**config.mk**
```make
export PLATFORM = sky130hd
export DESIGN_NAME = plld_top
export DESIGN_NICKNAME = d
export VERILOG_FILES = /design/src/plld_pkg.sv /design/src/plld_top.sv
export SDC_FILE = /design/constraint.sdc
export NUM_CORES = 1
export LEC_CHECK = 0
export ABC_AREA = 1
export BUFFER_PORTS_ARGS = -buffer_cell sky130_fd_sc_hd__buf_2
export CAP_MARGIN = 20
export CELL_PAD_IN_SITES_DETAIL_PLACEMENT = 1
export CELL_PAD_IN_SITES_GLOBAL_PLACEMENT = 1
export CORE_UTILIZATION = 39
export CTS_CLUSTER_SIZE = 40
export DETAILED_ROUTE_END_ITERATION = 7
export MAX_ROUTING_LAYER = met4
export PLACE_DENSITY_LB_ADDON = 0.1
export SKIP_LAST_GASP = 1
export SYNTH_ARGS = -nofsm -noshare
export SYNTH_HDL_FRONTEND = slang
export SYNTH_SLANG_ARGS = --single-unit
```
**constraint.sdc**
```tcl
create_clock -name clk -period 1.9 [get_ports clk]
set_clock_uncertainty 0.15 [all_clocks]
set_input_delay 0.19 -clock clk [delete_from_list [all_inputs] [get_ports clk]]
set_output_delay 0.19 -clock clk [all_outputs]
set_load 0.02 [all_outputs]
```
**src/plld_pkg.sv**
```systemverilog
// Package for the PLL lock detector and divider delay block
package plld_pkg;

    // ==========================================
    // Lock count selection (two-bit field)
    localparam logic [1:0] PLLD_CNT_SEL_RST = 2'h0;
    localparam logic [10:0] PLLD_CNT_5 = 11'h005;
    localparam logic [10:0] PLLD_CNT_16 = 11'h010;
    localparam logic [10:0] PLLD_CNT_64 = 11'h040;
    localparam logic [10:0] PLLD_CNT_255 = 11'h0FF;

    // ==========================================
    // Window widths in clk cycles per setting (lock narrower than unlock)
    localparam logic [7:0] PLLD_LOCK_WIN_BASE = 8'h02;
    localparam logic [7:0] PLLD_UNLOCK_WIN_BASE = 8'h05;
    localparam int PLLD_DELAY_BITS = 3;
    localparam logic [2:0] PLLD_DELAY_RST = 3'h0;
    localparam int PLLD_DELAY_RANGE_PS = 1000;

    // ==========================================
    // Pin mux selections
    typedef enum logic [1:0] {
        PLLD_SEL_LOW = 2'b00,
        PLLD_SEL_DIGITAL = 2'b01,
        PLLD_SEL_ANALOG = 2'b10,
        PLLD_SEL_HIGH = 2'b11
    } plld_sel_e;

    // Prescaler modes
    typedef enum logic [1:0] {
        PLLD_MODE_DUAL_MODULUS = 2'b00,
        PLLD_MODE_FIXED_DIVIDE = 2'b01
    } plld_mode_e;

    // Lock detector settings
    typedef struct packed {
        logic [1:0] cnt_sel;
        logic win_sel;
        logic [1:0] abl_width;
    } plld_cfg_s;

    // Divider delay settings
    typedef struct packed {
        logic ref_en;
        logic [2:0] ref_val;
        logic fb_en;
        logic [2:0] fb_val;
    } plld_dly_s;

endpackage

```
**src/plld_top.sv**
```systemverilog
// PLL digital lock indicator, analog pulse indicator, divider delays and N value
`timescale 1ns/100ps
//
// Notes on behaviour
// Reference and feedback paths each have a three-bit delay cell, about 1 ns.
// Each delay cell can be enabled or bypassed independently.
// Lock pin, status pin and reference monitor pin each have own output mux.
// Lock declared after selected count of consecutive in-window compare cycles.
// Lock drops immediately on one single cycle beyond the unlock window.
// Unlock window is wider than lock window, giving hysteresis.
// Window timing depends on window select, antibacklash width and count.
// User keeps compare period longer than the unlock window.
// User may fit lock pin capacitor for very low loop bandwidths.
// Analog indicator offers pull-down and pull-up open-drain pulse modes.
// User keeps prescaler input within limits in two-by-three mode.
// Fixed divide with B equal one bypasses A and B counters.
// Fixed divide ignores A and divides by P times B.
// Total division is P times B plus A, P from 2 to 32.
// Saturating in-window counter, cleared by any out-of-window cycle.
module plld_top
    import plld_pkg::*;
#(
    parameter int B_WIDTH = 13
) (
    // Clock and reset
    input wire logic clk,
    input wire logic rst_n,
    // Phase detector edges (asynchronous pins)
    input wire logic ref_edge,
    input wire logic fb_edge,
    // Configuration
    input wire plld_cfg_s cfg,
    input wire plld_dly_s dly,
    input wire plld_sel_e lock_pin_sel,
    input wire plld_sel_e status_pin_sel,
    input wire plld_sel_e reference_monitor_pin_pin_sel,
    input wire logic analog_pullup_mode,
    input wire plld_mode_e prescaler_mode,
    input wire logic [5:0] prescaler_p,
    input wire logic [5:0] a_count,
    input wire logic [B_WIDTH-1:0] b_count,
    // Indications and results
    output logic digital_lock_indicator,
    output logic lock_pin_val,
    output logic lock_pin_oe,
    output logic status_pin,
    output logic reference_monitor_pin,
    output logic [2:0] ref_delay_code,
    output logic [2:0] fb_delay_code,
    output logic [B_WIDTH+6:0] n_total
);

    // Refuse B widths that the division product cannot serve
    if (B_WIDTH < 2 || B_WIDTH > 20) begin : g_bad_width
        $error("B_WIDTH out of range");
    end

    // ==========================================
    // Reset release and pin synchronisers
    logic [1:0] rst_sync_ff;
    logic rst_s_n;
    logic [1:0] ref_sync_ff, fb_sync_ff;
    logic ref_prev_ff, fb_prev_ff;

    always_ff @(posedge clk or negedge rst_n) begin
        if (!rst_n) begin
            rst_sync_ff <= 2'h0;
        end else begin
            rst_sync_ff <= {rst_sync_ff[0], 1'b1};
        end
    end
    assign rst_s_n = rst_sync_ff[1];

    always_ff @(posedge clk or negedge rst_s_n) begin
        if (!rst_s_n) begin
            ref_sync_ff <= 2'h0;
            fb_sync_ff <= 2'h0;
            ref_prev_ff <= 1'b0;
            fb_prev_ff <= 1'b0;
        end else begin
            ref_sync_ff <= {ref_sync_ff[0], ref_edge};
            fb_sync_ff <= {fb_sync_ff[0], fb_edge};
            ref_prev_ff <= ref_sync_ff[1];
            fb_prev_ff <= fb_sync_ff[1];
        end
    end

    logic ref_rise, fb_rise;
    assign ref_rise = ref_sync_ff[1] & ~ref_prev_ff;
    assign fb_rise = fb_sync_ff[1] & ~fb_prev_ff;

    // ==========================================
    // Window thresholds; a wider unlock window prevents chatter
    logic [7:0] lock_win, unlock_win;
    logic [10:0] need_cnt;
    always_comb begin
        lock_win = PLLD_LOCK_WIN_BASE + {6'h00, cfg.abl_width};
        unlock_win = PLLD_UNLOCK_WIN_BASE + {5'h00, cfg.abl_width, 1'b0};
        if (cfg.win_sel) begin
            lock_win = {lock_win[6:0], 1'b0};
            unlock_win = {unlock_win[6:0], 1'b0};
        end
        unique case (cfg.cnt_sel)
            2'b00: need_cnt = PLLD_CNT_5;
            2'b01: need_cnt = PLLD_CNT_16;
            2'b10: need_cnt = PLLD_CNT_64;
            2'b11: need_cnt = PLLD_CNT_255;
        endcase
    end

    // ==========================================
    // Edge difference measurement, one result per compare cycle
    typedef enum logic [1:0] {
        PLLD_IDLE = 2'b00,
        PLLD_WAIT = 2'b01
    } plld_st_e;
    plld_st_e st_ff, nxt_st;
    logic [7:0] diff_ff, nxt_diff;
    logic done_ff, nxt_done;
    logic [10:0] run_ff, nxt_run;
    logic lock_ff, nxt_lock;

    always_comb begin
        nxt_st = st_ff;
        nxt_diff = diff_ff;
        nxt_done = 1'b0;
        unique case (st_ff)
            PLLD_IDLE: begin
                nxt_diff = 8'h00;
                if (ref_rise && fb_rise) begin
                    nxt_done = 1'b1;
                end else if (ref_rise || fb_rise) begin
                    nxt_st = PLLD_WAIT;
                end
            end
            PLLD_WAIT: begin
                if (diff_ff != 8'hFF) begin
                    nxt_diff = diff_ff + 8'h01;
                end
                if (ref_rise || fb_rise) begin
                    nxt_done = 1'b1;
                    nxt_st = PLLD_IDLE;
                end
            end
            default: nxt_st = PLLD_IDLE;
        endcase
    end

    // Consecutive count and lock decision
    always_comb begin
        nxt_run = run_ff;
        nxt_lock = lock_ff;
        if (done_ff) begin
            if (diff_ff < lock_win) begin
                if (run_ff != 11'h7FF) begin
                    nxt_run = run_ff + 11'h001;
                end
                if (run_ff + 11'h001 >= need_cnt) begin
                    nxt_lock = 1'b1;
                end
            end else begin
                nxt_run = 11'h000;
            end
            if (diff_ff > unlock_win) begin
                nxt_lock = 1'b0;
            end
        end
    end

    always_ff @(posedge clk or negedge rst_s_n) begin
        if (!rst_s_n) begin
            st_ff <= PLLD_IDLE;
            diff_ff <= 8'h00;
            done_ff <= 1'b0;
            run_ff <= 11'h000;
            lock_ff <= 1'b0;
        end else begin
            st_ff <= nxt_st;
            diff_ff <= nxt_diff;
            done_ff <= nxt_done;
            run_ff <= nxt_run;
            lock_ff <= nxt_lock;
        end
    end

    // ==========================================
    // Analog indicator: short pulse per edge mismatch, open-drain on the lock pin, driven on the status and reference monitor pins
    logic mismatch;
    assign mismatch = (st_ff == PLLD_WAIT);

    function automatic logic pick(input plld_sel_e s, input logic dig, input logic ana);
        logic r;
        r = 1'b0;
        unique case (s)
            PLLD_SEL_LOW: r = 1'b0;
            PLLD_SEL_DIGITAL: r = dig;
            PLLD_SEL_ANALOG: r = ana;
            PLLD_SEL_HIGH: r = 1'b1;
        endcase
        return r;
    endfunction

    // Pin muxes and registered outputs
    logic nxt_lock_o, nxt_lock_oe, nxt_status, nxt_reference_monitor_pin, ana_level;
    logic [2:0] nxt_ref_code, nxt_fb_code;
    logic [B_WIDTH+6:0] nxt_n;
    always_comb begin
        // Pull-down drives low pulses, pull-up drives high pulses
        ana_level = analog_pullup_mode ? mismatch : ~mismatch;
        nxt_lock_o = pick(lock_pin_sel, lock_ff, ana_level);
        nxt_lock_oe = 1'b1;
        if (lock_pin_sel == PLLD_SEL_ANALOG) begin
            nxt_lock_o = analog_pullup_mode;
            nxt_lock_oe = mismatch;
        end
        nxt_status = pick(status_pin_sel, lock_ff, ana_level);
        nxt_reference_monitor_pin = pick(reference_monitor_pin_pin_sel, lock_ff, ana_level);
        // Disabled cell passes zero delay
        nxt_ref_code = dly.ref_en ? dly.ref_val : PLLD_DELAY_RST;
        nxt_fb_code = dly.fb_en ? dly.fb_val : PLLD_DELAY_RST;
        // Feedback division
        if (prescaler_mode == PLLD_MODE_FIXED_DIVIDE) begin
            if (b_count == {{(B_WIDTH-1){1'b0}}, 1'b1}) begin
                nxt_n = {{(B_WIDTH+1){1'b0}}, prescaler_p};
            end else begin
                // Widen before multiplying so the product is not cut to B bits
                nxt_n = (B_WIDTH+7)'(prescaler_p) * (B_WIDTH+7)'(b_count);
            end
        end else begin
            nxt_n = (B_WIDTH+7)'(prescaler_p) * (B_WIDTH+7)'(b_count)
                + (B_WIDTH+7)'(a_count);
        end
    end

    always_ff @(posedge clk or negedge rst_s_n) begin
        if (!rst_s_n) begin
            digital_lock_indicator <= 1'b0;
            lock_pin_val <= 1'b0;
            lock_pin_oe <= 1'b0;
            status_pin <= 1'b0;
            reference_monitor_pin <= 1'b0;
            ref_delay_code <= PLLD_DELAY_RST;
            fb_delay_code <= PLLD_DELAY_RST;
            n_total <= '0;
        end else begin
            digital_lock_indicator <= lock_ff;
            lock_pin_val <= nxt_lock_o;
            lock_pin_oe <= nxt_lock_oe;
            status_pin <= nxt_status;
            reference_monitor_pin <= nxt_reference_monitor_pin;
            ref_delay_code <= nxt_ref_code;
            fb_delay_code <= nxt_fb_code;
            n_total <= nxt_n;
        end
    end
endmodule

```
# After elaboration in Yosys (flattened, before gate mapping)
# Cells that the tools add are included.
[word_totals] regBits=62 latchBits=0 ramBits=0 mem_bits_ro=0 input_bits=51 output_inout_bits=31 word_cells=95 n_memories=0
[op_classes] n_addsub=5 mul=1 div=0 magnitude_cmp=3 n_eq_ne=22 shifts=0 n_mux=27 bitwise_logic=5 n_reduce_logical=14
[ops] cell="11-bit case mux with 4 select lines" n=1
[ops] cell="11-bit 2-to-1 mux" n=2
[ops] cell="19-bit by 6-bit adder with 20-bit output" n=1
[ops] cell="20-bit 2-to-1 mux" n=1
[ops] cell="6-bit by 13-bit multiplier with 19-bit output" n=1
[ops] cell="19-bit 2-to-1 mux" n=1
[ops] cell="2-bit == test, second input constant" n=8
[ops] cell="8-bit case mux with 2 select lines" n=1
[ops] cell="13-bit by 1-bit == test with 1-bit output, second input constant" n=1
[ops] cell="2-bit by 1-bit == test with 1-bit output, second input constant" n=6
[ops] cell="11-bit by 1-bit adder with 11-bit output, second input constant" n=1
[ops] cell="11-bit greater-or-equal comparator" n=1
[ops] cell="11-bit != test, second input constant" n=1
[ops] cell="2-bit logical NOT" n=5
[ops] cell="8-bit by 1-bit adder with 8-bit output, second input constant" n=1
[ops] cell="8-bit greater-than comparator" n=1
[ops] cell="8-bit less-than comparator" n=1
[ops] cell="1-bit 2-to-1 mux" n=8
[ops] cell="8-bit 2-to-1 mux" n=1
[ops] cell="8-bit != test, second input constant" n=1
[ops] cell="1-bit case mux with 4 select lines" n=2
[ops] cell="2-bit 2-to-1 mux" n=3
[ops] cell="3-bit 2-to-1 mux" n=2
[ops] cell="2-bit by 1-bit != test with 1-bit output, second input constant" n=3
[ops] cell="other kinds (15)" n=23

# Longest topological paths before layout
# Gate-level depths: netlist of run 1.
[logic_depth] ltp_word=6 mapped_depth=24 ltp_nobuf=23

# Worst setup path before layout of run 1
# No wires, ideal clock.
[synth_timing] kind="in2reg" from="in prescaler_p[5]" to="reg n_total[18]" setup_time_ns=0.117 arrival_ns=3.942 t_required_ns=1.633 setup_slack_ns=-2.309 stages=20 path_buffers=1 cell_sequence="clkbuf_1 > nand2_1 > fa_1 > fa_1 > fa_1 > inv_1 > ha_1 > xnor2_1 > ha_1 > nand2_1 > nor3b_1 > nor2_1 > nor2_1 > nand2_2 > nor2_4 > nand2_1 > nor2_2 > nand2_1 > nand2_1 > nand2_1"
[synth_via] elab_chain_len=3 elab_cells_between_ends=4 cone_classes="add/sub (1); mul (1); mux (2)"
[synth_lines] item="from (decl)" line_no="plld_top.sv:39" source="input wire logic [5:0] prescaler_p,"
[synth_lines] item="6-bit by 13-bit multiplier with 19-bit output (*)" line_no="plld_top.sv:227, plld_top.sv:230"
[synth_lines] item="19-bit by 6-bit adder with 20-bit output or 19-bit 2-to-1 mux (tied branches)" line_no="plld_top.sv:231, plld_top.sv:223"
[synth_lines] item="20-bit 2-to-1 mux (*)" line_no="plld_top.sv:222" source="if (prescaler_mode == PLLD_MODE_FIXED_DIVIDE) begin"
[synth_lines] item="net nxt_n[18]" line_no="plld_top.sv:206" source="logic [B_WIDTH+6:0] nxt_n;"
[synth_lines] item="to (signal assigned)" line_no="plld_top.sv:253" source="n_total <= nxt_n;"
[synth_lines] item="to (decl)" line_no="plld_top.sv:50" source="output logic [B_WIDTH+6:0] n_total"
# The timed path passes the listed nets; every way through them passes the cells marked *.
# A chain may end at the register's enable or synchronous reset.

# Worst setup path in the final report of run 1
[layout_timing] from="in b_count[3]" to="reg n_total[9]"
[layout_via] elab_chain_len=3 elab_cells_between_ends=5 cone_classes="add/sub (1); mul (1); eq/ne (1); mux (2)"
[layout_lines] item="from (decl)" line_no="plld_top.sv:41" source="input wire logic [B_WIDTH-1:0] b_count,"
[layout_lines] item="6-bit by 13-bit multiplier with 19-bit output or 13-bit by 1-bit == test with 1-bit output (tied branches)" line_no="plld_top.sv:227, plld_top.sv:230, plld_top.sv:223"
[layout_lines] item="19-bit by 6-bit adder with 20-bit output or 19-bit 2-to-1 mux (tied branches)" line_no="plld_top.sv:231, plld_top.sv:223"
[layout_lines] item="20-bit 2-to-1 mux (*)" line_no="plld_top.sv:222"
[layout_lines] item="net nxt_n[9]" line_no="plld_top.sv:206"
# Marks and branches as above.

==> results of run 1 <==
## state kept, by name, summed over array words and instances, names as in the netlist, 2 cells and up
register	count
ref_sync_ff	2
n_total	20
diff_ff	8
fb_delay_code	3
ref_delay_code	3
rst_sync_ff	2
run_ff	11
fb_sync_ff	2
## area by class of cell
cell class	instances	area, um^2
timing repair buffer	275	2157
clock buffer	11	232.7
antenna	1	2.502
sequential	61	1528
inverter	231	873.3
fill	1898	5803
tap	216	270.3
multi-input combinational	574	4966
clock inverter	5	52.55
## synthesized netlist by cell type, drive strengths merged (5+ instances only)
cell,number
o22ai,6
xor2,9
xnor2,5
a21oi,32
nor2,56
nand3,50
a31oi,5
nand2,240
o21ai,27
dfrtp,61
inv,229
nor3,9
ha,56
o21bai,5
clkbuf,7
fa,46
nand4,8
## per-layer routing
layer | vias up | track usage (%)
met5 | - | -
met1 | 3615 | 28.70
met2 | 263 | 57.19
met3 | 133 | 4.129
li1 | 3200 | -
met4 | 0 | 13.13
## critical path: stages
cell and delay [ns]:
buf_8 0.11, nand2_4 0.06, inv_2 0.04, fa_1 0.47, ha_1 0.37, inv_2 0.07
fa_2 0.62, fa_2 0.45, inv_2 0.09, ha_4 0.23, buf_4 0.15, a21oi_2 0.15
nand3_2 0.12, nand2_4 0.09, nand2_4 0.05, nand3_4 0.11, buf_4 0.16, buf_6 0.09
nor2_1 0.04, a21oi_1 0.25, nor2_1 0.12
## report_power, final
group          switching (W)  leakage [nW]  internal [W]
sequential          0.000274         0.753       0.00166
combinational        0.00584          4.70       0.00449
clock               0.000618         0.139       0.00101
total                0.00673          5.59       0.00716
## per-stage QoR
stage / utilization, % / setup slack [ns]
2_1_floorplan: - / -1.998
3_3_place_gp: 51.12 / -2.224
3_5_place_dp: 51.12 / -2.321
4_1_cts: 58.99 / -1.701
5_1_grt: 63.45 / -2.133
6_report: 63.47 / -2.102
## path summary, 6_finish.rpt
| path | to | slack (ns) | cells after the start | start |
|---|---|---|---|---|
| setup / recovery | n_total[9]$_DFF_PN0_ | -2.10 | 21 | b_count[3] |
| hold / removal | rst_sync_ff[1]$_DFF_PN0_ | 0.05 | 2 | rst_n |
| setup reg to reg | lock_ff$_DFFE_PN0P_ | -0.69 | 15 | run_ff[1]$_DFFE_PN0P_ |
| hold reg to reg | diff_ff[1]$_DFFE_PN0P_ | 0.12 | 1 | rst_sync_ff[1]$_DFF_PN0_ |
| max in group asynchronous | n_total[12]$_DFF_PN0_ | 1.08 | 1 | rst_sync_ff[1]$_DFF_PN0_ |
| min in group clk | status_pin$_DFF_PN0_ | 0.05 | 4 | status_pin_sel[1] |
## logic make-up (layout without fill, tap and decap cells)
logic type      count (synthesis)  in the layout  synth area share, %
buf+inv                       238            522                14.10
xor+xnor                       14             14                1.930
fa+ha+maj                     102            102                25.53
other cells                     1              2              0.05903
flops                          61             61                24.03
compound gates                 85             85                8.017
simple gates                  372            372                26.33
## repair_timing
| item | in CTS | in global routing |
|---|---|---|
| gates cloned | 1 | 0 |
| pin swaps | 80 | 87 |
| hold endpoints to repair | 14 | 0 |
| gates resized for setup | 143 | 156 |
| hold buffers | 21 | 0 |
| buffers inserted | 18 | 26 |
| endpoints found under the setup margin | 30 | 32 |
==> reports/metrics.yaml, run 1 <==
status: "finished, violations left"
violations: "negative setup slack"
critical_path_class: "in -> reg"
rows: 46
critPathRequiredTime_ns: 1.96
h-tree-depth: 3
dieArea_um2: 16800
layout.nets: 1305
cts_made_buffers: 9
critPathArrivalTime_ns: 4.06
drive_gt1_share_pct: 44.34
ir_drop_uv: 714.3
top_layer: "met4"
min_period_ns: 4.002
yosysSeqAreaShare_pct: 24.03
setup_tns_ns: -32.42
grt_max_degree: 37
power.density_nw_per_um2: 1378
first_pass_iters: 5
initial_utilization_pct: 39.99
hp-class: "in -> async"
vias: 7211
cts-root-buf: "clkbuf_16"
drv_cap: 0
via_per_inst: 5.248
maxSlewViolCount: 0
die_h_um: 129.6
clock_path_buffers: 2
synth_ff_type: "dfrtp_1"
drc: 0
dp_cells: 1295
io_buffers: 81
wl_per_cell_um: 20.95
power.total_w: 0.01389
drt_wl_total_um: 28790
cts_tree: "done"
antenna_found_initial: 0
gp_congestion: 0.8047
clock_latency_ns: 0.34
io_pins: 82
synth_edf_count: 0
hold_viol_final: 0
met1_length_um: 10050
route.met2.wl_um: 15920
final_common_cell: "inv_1"
startpoint_type: "input pin"
slew_headroom_pct: 65.58
worst_hold_slack_ns: 0.05059
stdcell_count: 1374
clkSlewWorstSetupHoldPaths_ns: 0.05
setup_ws_ns: -2.102
synth.top_cell.area_share_pct: 24.03
timing.fmax_mhz: 249.9
synthArstFlopShare_pct: 100.0
placed_area_um2: 8120
clock_sinks: 61
antenna_left: 0
drt_iter0_markers: 315
hpwlAfterDp_um: 15120
wl_met3_um: 977
rsz0062_at_grt: "yes"
leakagePower_nw: 5.594
cp_max_fo: 5
syn_avg_cell_area_um2: 7.276
syn-cell-area_um2: 6352
grt_usage_pct: 29.46
syn_nets: 1026
period_share_pct: 210.6
layout_common_cells: "inv_1, nand2_1, buf_4"
synth_cell_types: 46
grt_pass1_vias: 7539
yosys.area.top_type: "dfrtp_1"
fin_area_um2: 10080
synthTopCellsByArea: "dfrtp_1, fa_1, nand2_1"
ys_ff_latch: 61
synthToLayoutAreaGrowth_pct: 58.72
core_um2: 15890
fp.dieW_um: 129.6
overflow: 0
grt_pass1_wl_um: 36490
crit_path_end_kind: "flop"
synth_cells: 873
tightestPinTransition_ns: 0.5143
finalSetupViolations: 30
ys_warn_count: 0
Power figures use the tool's default switching activity.
==> run 2, diff against run 1 <==
- CORE_ASPECT_RATIO: not set -> 1.4
==> reports/metrics.yaml, run 2 (synthesis results as in run 1) <==
status: "finished, violations left"  # unchanged
violations: "negative setup slack"  # unchanged
synthToLayoutAreaGrowth_pct: 51.07  # was 58.72%
drc: 0  # unchanged
wl_per_cell_um: 18.47  # was 20.95 um
p_comb_share_pct: 70.7  # was 74.4%
cts_tree: "done"  # unchanged
pwr-share-seq_pct: 16.0  # was 13.9%
ir_drop_uv: 1074  # was 714.3 uV
hp-class: "in -> reg"  # was in -> async
antennaDiodeCount: 0  # was 1
power.total_w: 0.01215  # was 0.01389 W
io_buffers: 81  # unchanged
cts-root-buf: "clkbuf_16"  # unchanged
path_buf_inv: 6  # was 7
fin_area_um2: 9597  # was 10080 um^2
clkSlewWorstSetupHoldPaths_ns: 0.05  # about the same
largest_reg_flops: 20  # unchanged
core_um2: 15740  # was 15890 um^2
hold_viol_final: 0  # unchanged
clock_path_buffers: 2  # unchanged
cp_cell_sequence: "buf_12 > buf_6 > nand2_4 > fa_1 > inv_1 > ha_2 > ha_4 > ha_4 > inv_2 > fa_2 > inv_2 > ha_4 > nand2_4 > nor2_2 > nand2_1 > nand3_2 > nand2_2 > nand2_2 > nand3_4 > nor3_4 > nand4_1 > nand2_1 > inv_1"  # was buf_8 > nand2_4 > inv_2 > fa_1 > ha_1 > inv_2 > fa_2 > fa_2 > inv_2 > ha_4 > buf_4 > a21oi_2 > nand3_2 > nand2_4 > nand2_4 > nand3_4 > buf_4 > buf_6 > nor2_1 > a21oi_1 > nor2_1
layout_common_cells: "inv_1, nand2_1, buf_4"  # unchanged
slew_headroom_pct: 54.22  # was 65.58%
cp_slowest_cell: "fa_2"  # unchanged
power.density_nw_per_um2: 1266  # was 1378 nW/um^2
top_regs: "n_total: 20 flops, run_ff: 11 flops, diff_ff: 8 flops"  # unchanged
h-tree-depth: 3  # unchanged
drv_cap: 0  # unchanged
path_delay_family: "adder cells"  # unchanged
gp_congestion: 0.8067  # was 0.8047
vias: 6740  # was 7211
placed_area_um2: 8030  # was 8120 um^2
fp.dieW_um: 109.9  # was 129.6 um
io_pins: 82  # unchanged
min_period_ns: 3.848  # was 4.002 ns
final_common_cell: "inv_1"  # unchanged
finalSetupViolations: 30  # unchanged
hpwlAfterDp_um: 15960  # was 15120 um
critical_path_class: "in -> reg"  # unchanged
p_clk_share_pct: 13.3  # was 11.7%
antenna_found_initial: 0  # unchanged
slowest_delay_ns: 0.57  # was 0.62 ns
critPathArrivalTime_ns: 3.92  # was 4.06 ns
swShare_pct: 46.36  # was 48.47%
initial_utilization_pct: 40.35  # was 39.99%
clock_sinks: 61  # unchanged
rows: 54  # was 46
via_per_inst: 5.083  # was 5.248
tightestPinTransition_ns: 0.6842  # was 0.5143 ns
setup_ws_ns: -1.948  # was -2.102 ns
p_sw_w: 0.005635  # was 0.006733 W
drt_wl_total_um: 24490  # was 28790 um
period_share_pct: 202.5  # was 210.6%
startpoint_type: "input pin"  # unchanged
grt_max_degree: 51  # was 37
antenna_left: 0  # unchanged
top_register: "n_total"  # unchanged
dieArea_um2: 16810  # was 16800 um^2
critPathRequiredTime_ns: 1.97  # was 1.96 ns
grt_usage_pct: 27.66  # was 29.46%
leakagePower_nw: 5.370  # was 5.594 nW
first_pass_iters: 4  # was 5
cp_max_fo: 4  # was 5
drt_iter0_markers: 220  # was 315
die_h_um: 153.0  # was 129.6 um
layout.nets: 1278  # was 1305
p_int_w: 0.006519  # was 0.007158 W
clock_latency_ns: 0.34  # about the same
grt_pass1_wl_um: 34820  # was 36490 um
maxSlewViolCount: 0  # unchanged
rsz0062_at_grt: "yes"  # unchanged
cts_made_buffers: 9  # unchanged
crit_path_end_kind: "flop"  # unchanged
drive_gt1_share_pct: 38.58  # was 44.34%
timing.fmax_mhz: 259.9  # was 249.9 MHz
crit_top_cell: "ha_4"
grt_pass1_vias: 7305  # was 7539
overflow: 0  # unchanged
[run 2: power by group through the flow]
stage	clock network (W)	logic (W)	registers, W
after detailed placement	0	0.00641	0.00192
after global routing	0.00168	0.00935	0.00197
after global placement	0	0.00619	0.00190
after CTS	0.00160	0.00727	0.00191
after floorplan	0	0.00356	0.00213
final	0.00162	0.00859	0.00195
[run 2: layout make-up]
cell class,count,area (um^2)
Inverter,231,870.8
Clock buffer,12,236.5
Fill cell,1957,6146
Multi-Input combinational cell,574,4763
Tap cell,196,245.2
Clock inverter,4,48.80
Sequential cell,61,1533
Timing Repair Buffer,248,1899
[run 2: final timing paths]
kind / endpoint / start / slack (ns) / depth (start not counted)
min: status_pin$_DFF_PN0_ / status_pin_sel[1] / 0.03 / 4
max reg2reg: lock_ff$_DFFE_PN0P_ / run_ff[3]$_DFFE_PN0P_ / -0.55 / 17
max: n_total[17]$_DFF_PN0_ / prescaler_p[0] / -1.95 / 23
min reg2reg: n_total[3]$_DFF_PN0_ / rst_sync_ff[1]$_DFF_PN0_ / 0.13 / 1
min in group asynchronous: rst_sync_ff[0]$_DFF_PN0_ / rst_n / 0.04 / 2
max in group asynchronous: ref_delay_code[2]$_DFF_PN0_ / rst_sync_ff[1]$_DFF_PN0_ / 0.57 / 1
[run 2: timing repair]
item	4_1_cts	5_1_grt
setup endpoints to repair	30	35
hold endpoints to repair	23	0
resized for setup	106	110
pin swaps	35	65
cloned	0	0
buffers inserted	12	17
hold buffers	22	0
[run 2: worst reg2reg max path: stages (launching register included)]
cell     delay, ns
dfrtp_1       0.43
inv_1         0.15
nor2_4        0.14
nand2_1       0.07
nand2_1       0.11
nand2_2       0.09
inv_1         0.09
ha_1          0.25
nand2_2       0.10
nor2_1        0.05
nor2_1        0.08
nand3_1       0.10
a21oi_2       0.14
nand3_1       0.11
nand2_1       0.10
nand3_1       0.07
nand2_1       0.07
inv_1         0.05
[run 2: metal layers]
| layer | up-vias | wire [um] | track usage (%) |
|---|---|---|---|
| met5 | - | 0 | - |
| met4 | 0 | 1466 | 10.98 |
| met3 | 106 | 774 | 2.559 |
| met2 | 167 | 13950 | 55.42 |
| met1 | 3317 | 8303 | 25.45 |
| li1 | 3150 | - | - |
[run 2: stage by stage]
| step | utilization [%] | setup WS (ns) | setup TNS, ns | hold slack (ns) | cells |
|---|---|---|---|---|---|
| final | 60.96 | -1.948 | -30.98 | 0.03358 | 1326 |
| after global routing | 60.96 | -2.111 | -33.89 | 0.04803 | 1326 |
| after CTS | 57.68 | -1.741 | -28.28 | 0.02360 | 1311 |
| after detailed placement | 51.01 | -2.344 | -37.49 | -0.1734 | 1263 |
| after global placement | 51.01 | -2.243 | -35.28 | -0.1739 | 1263 |
| after floorplan | - | -1.998 | -28.82 | -0.2556 | 873 |
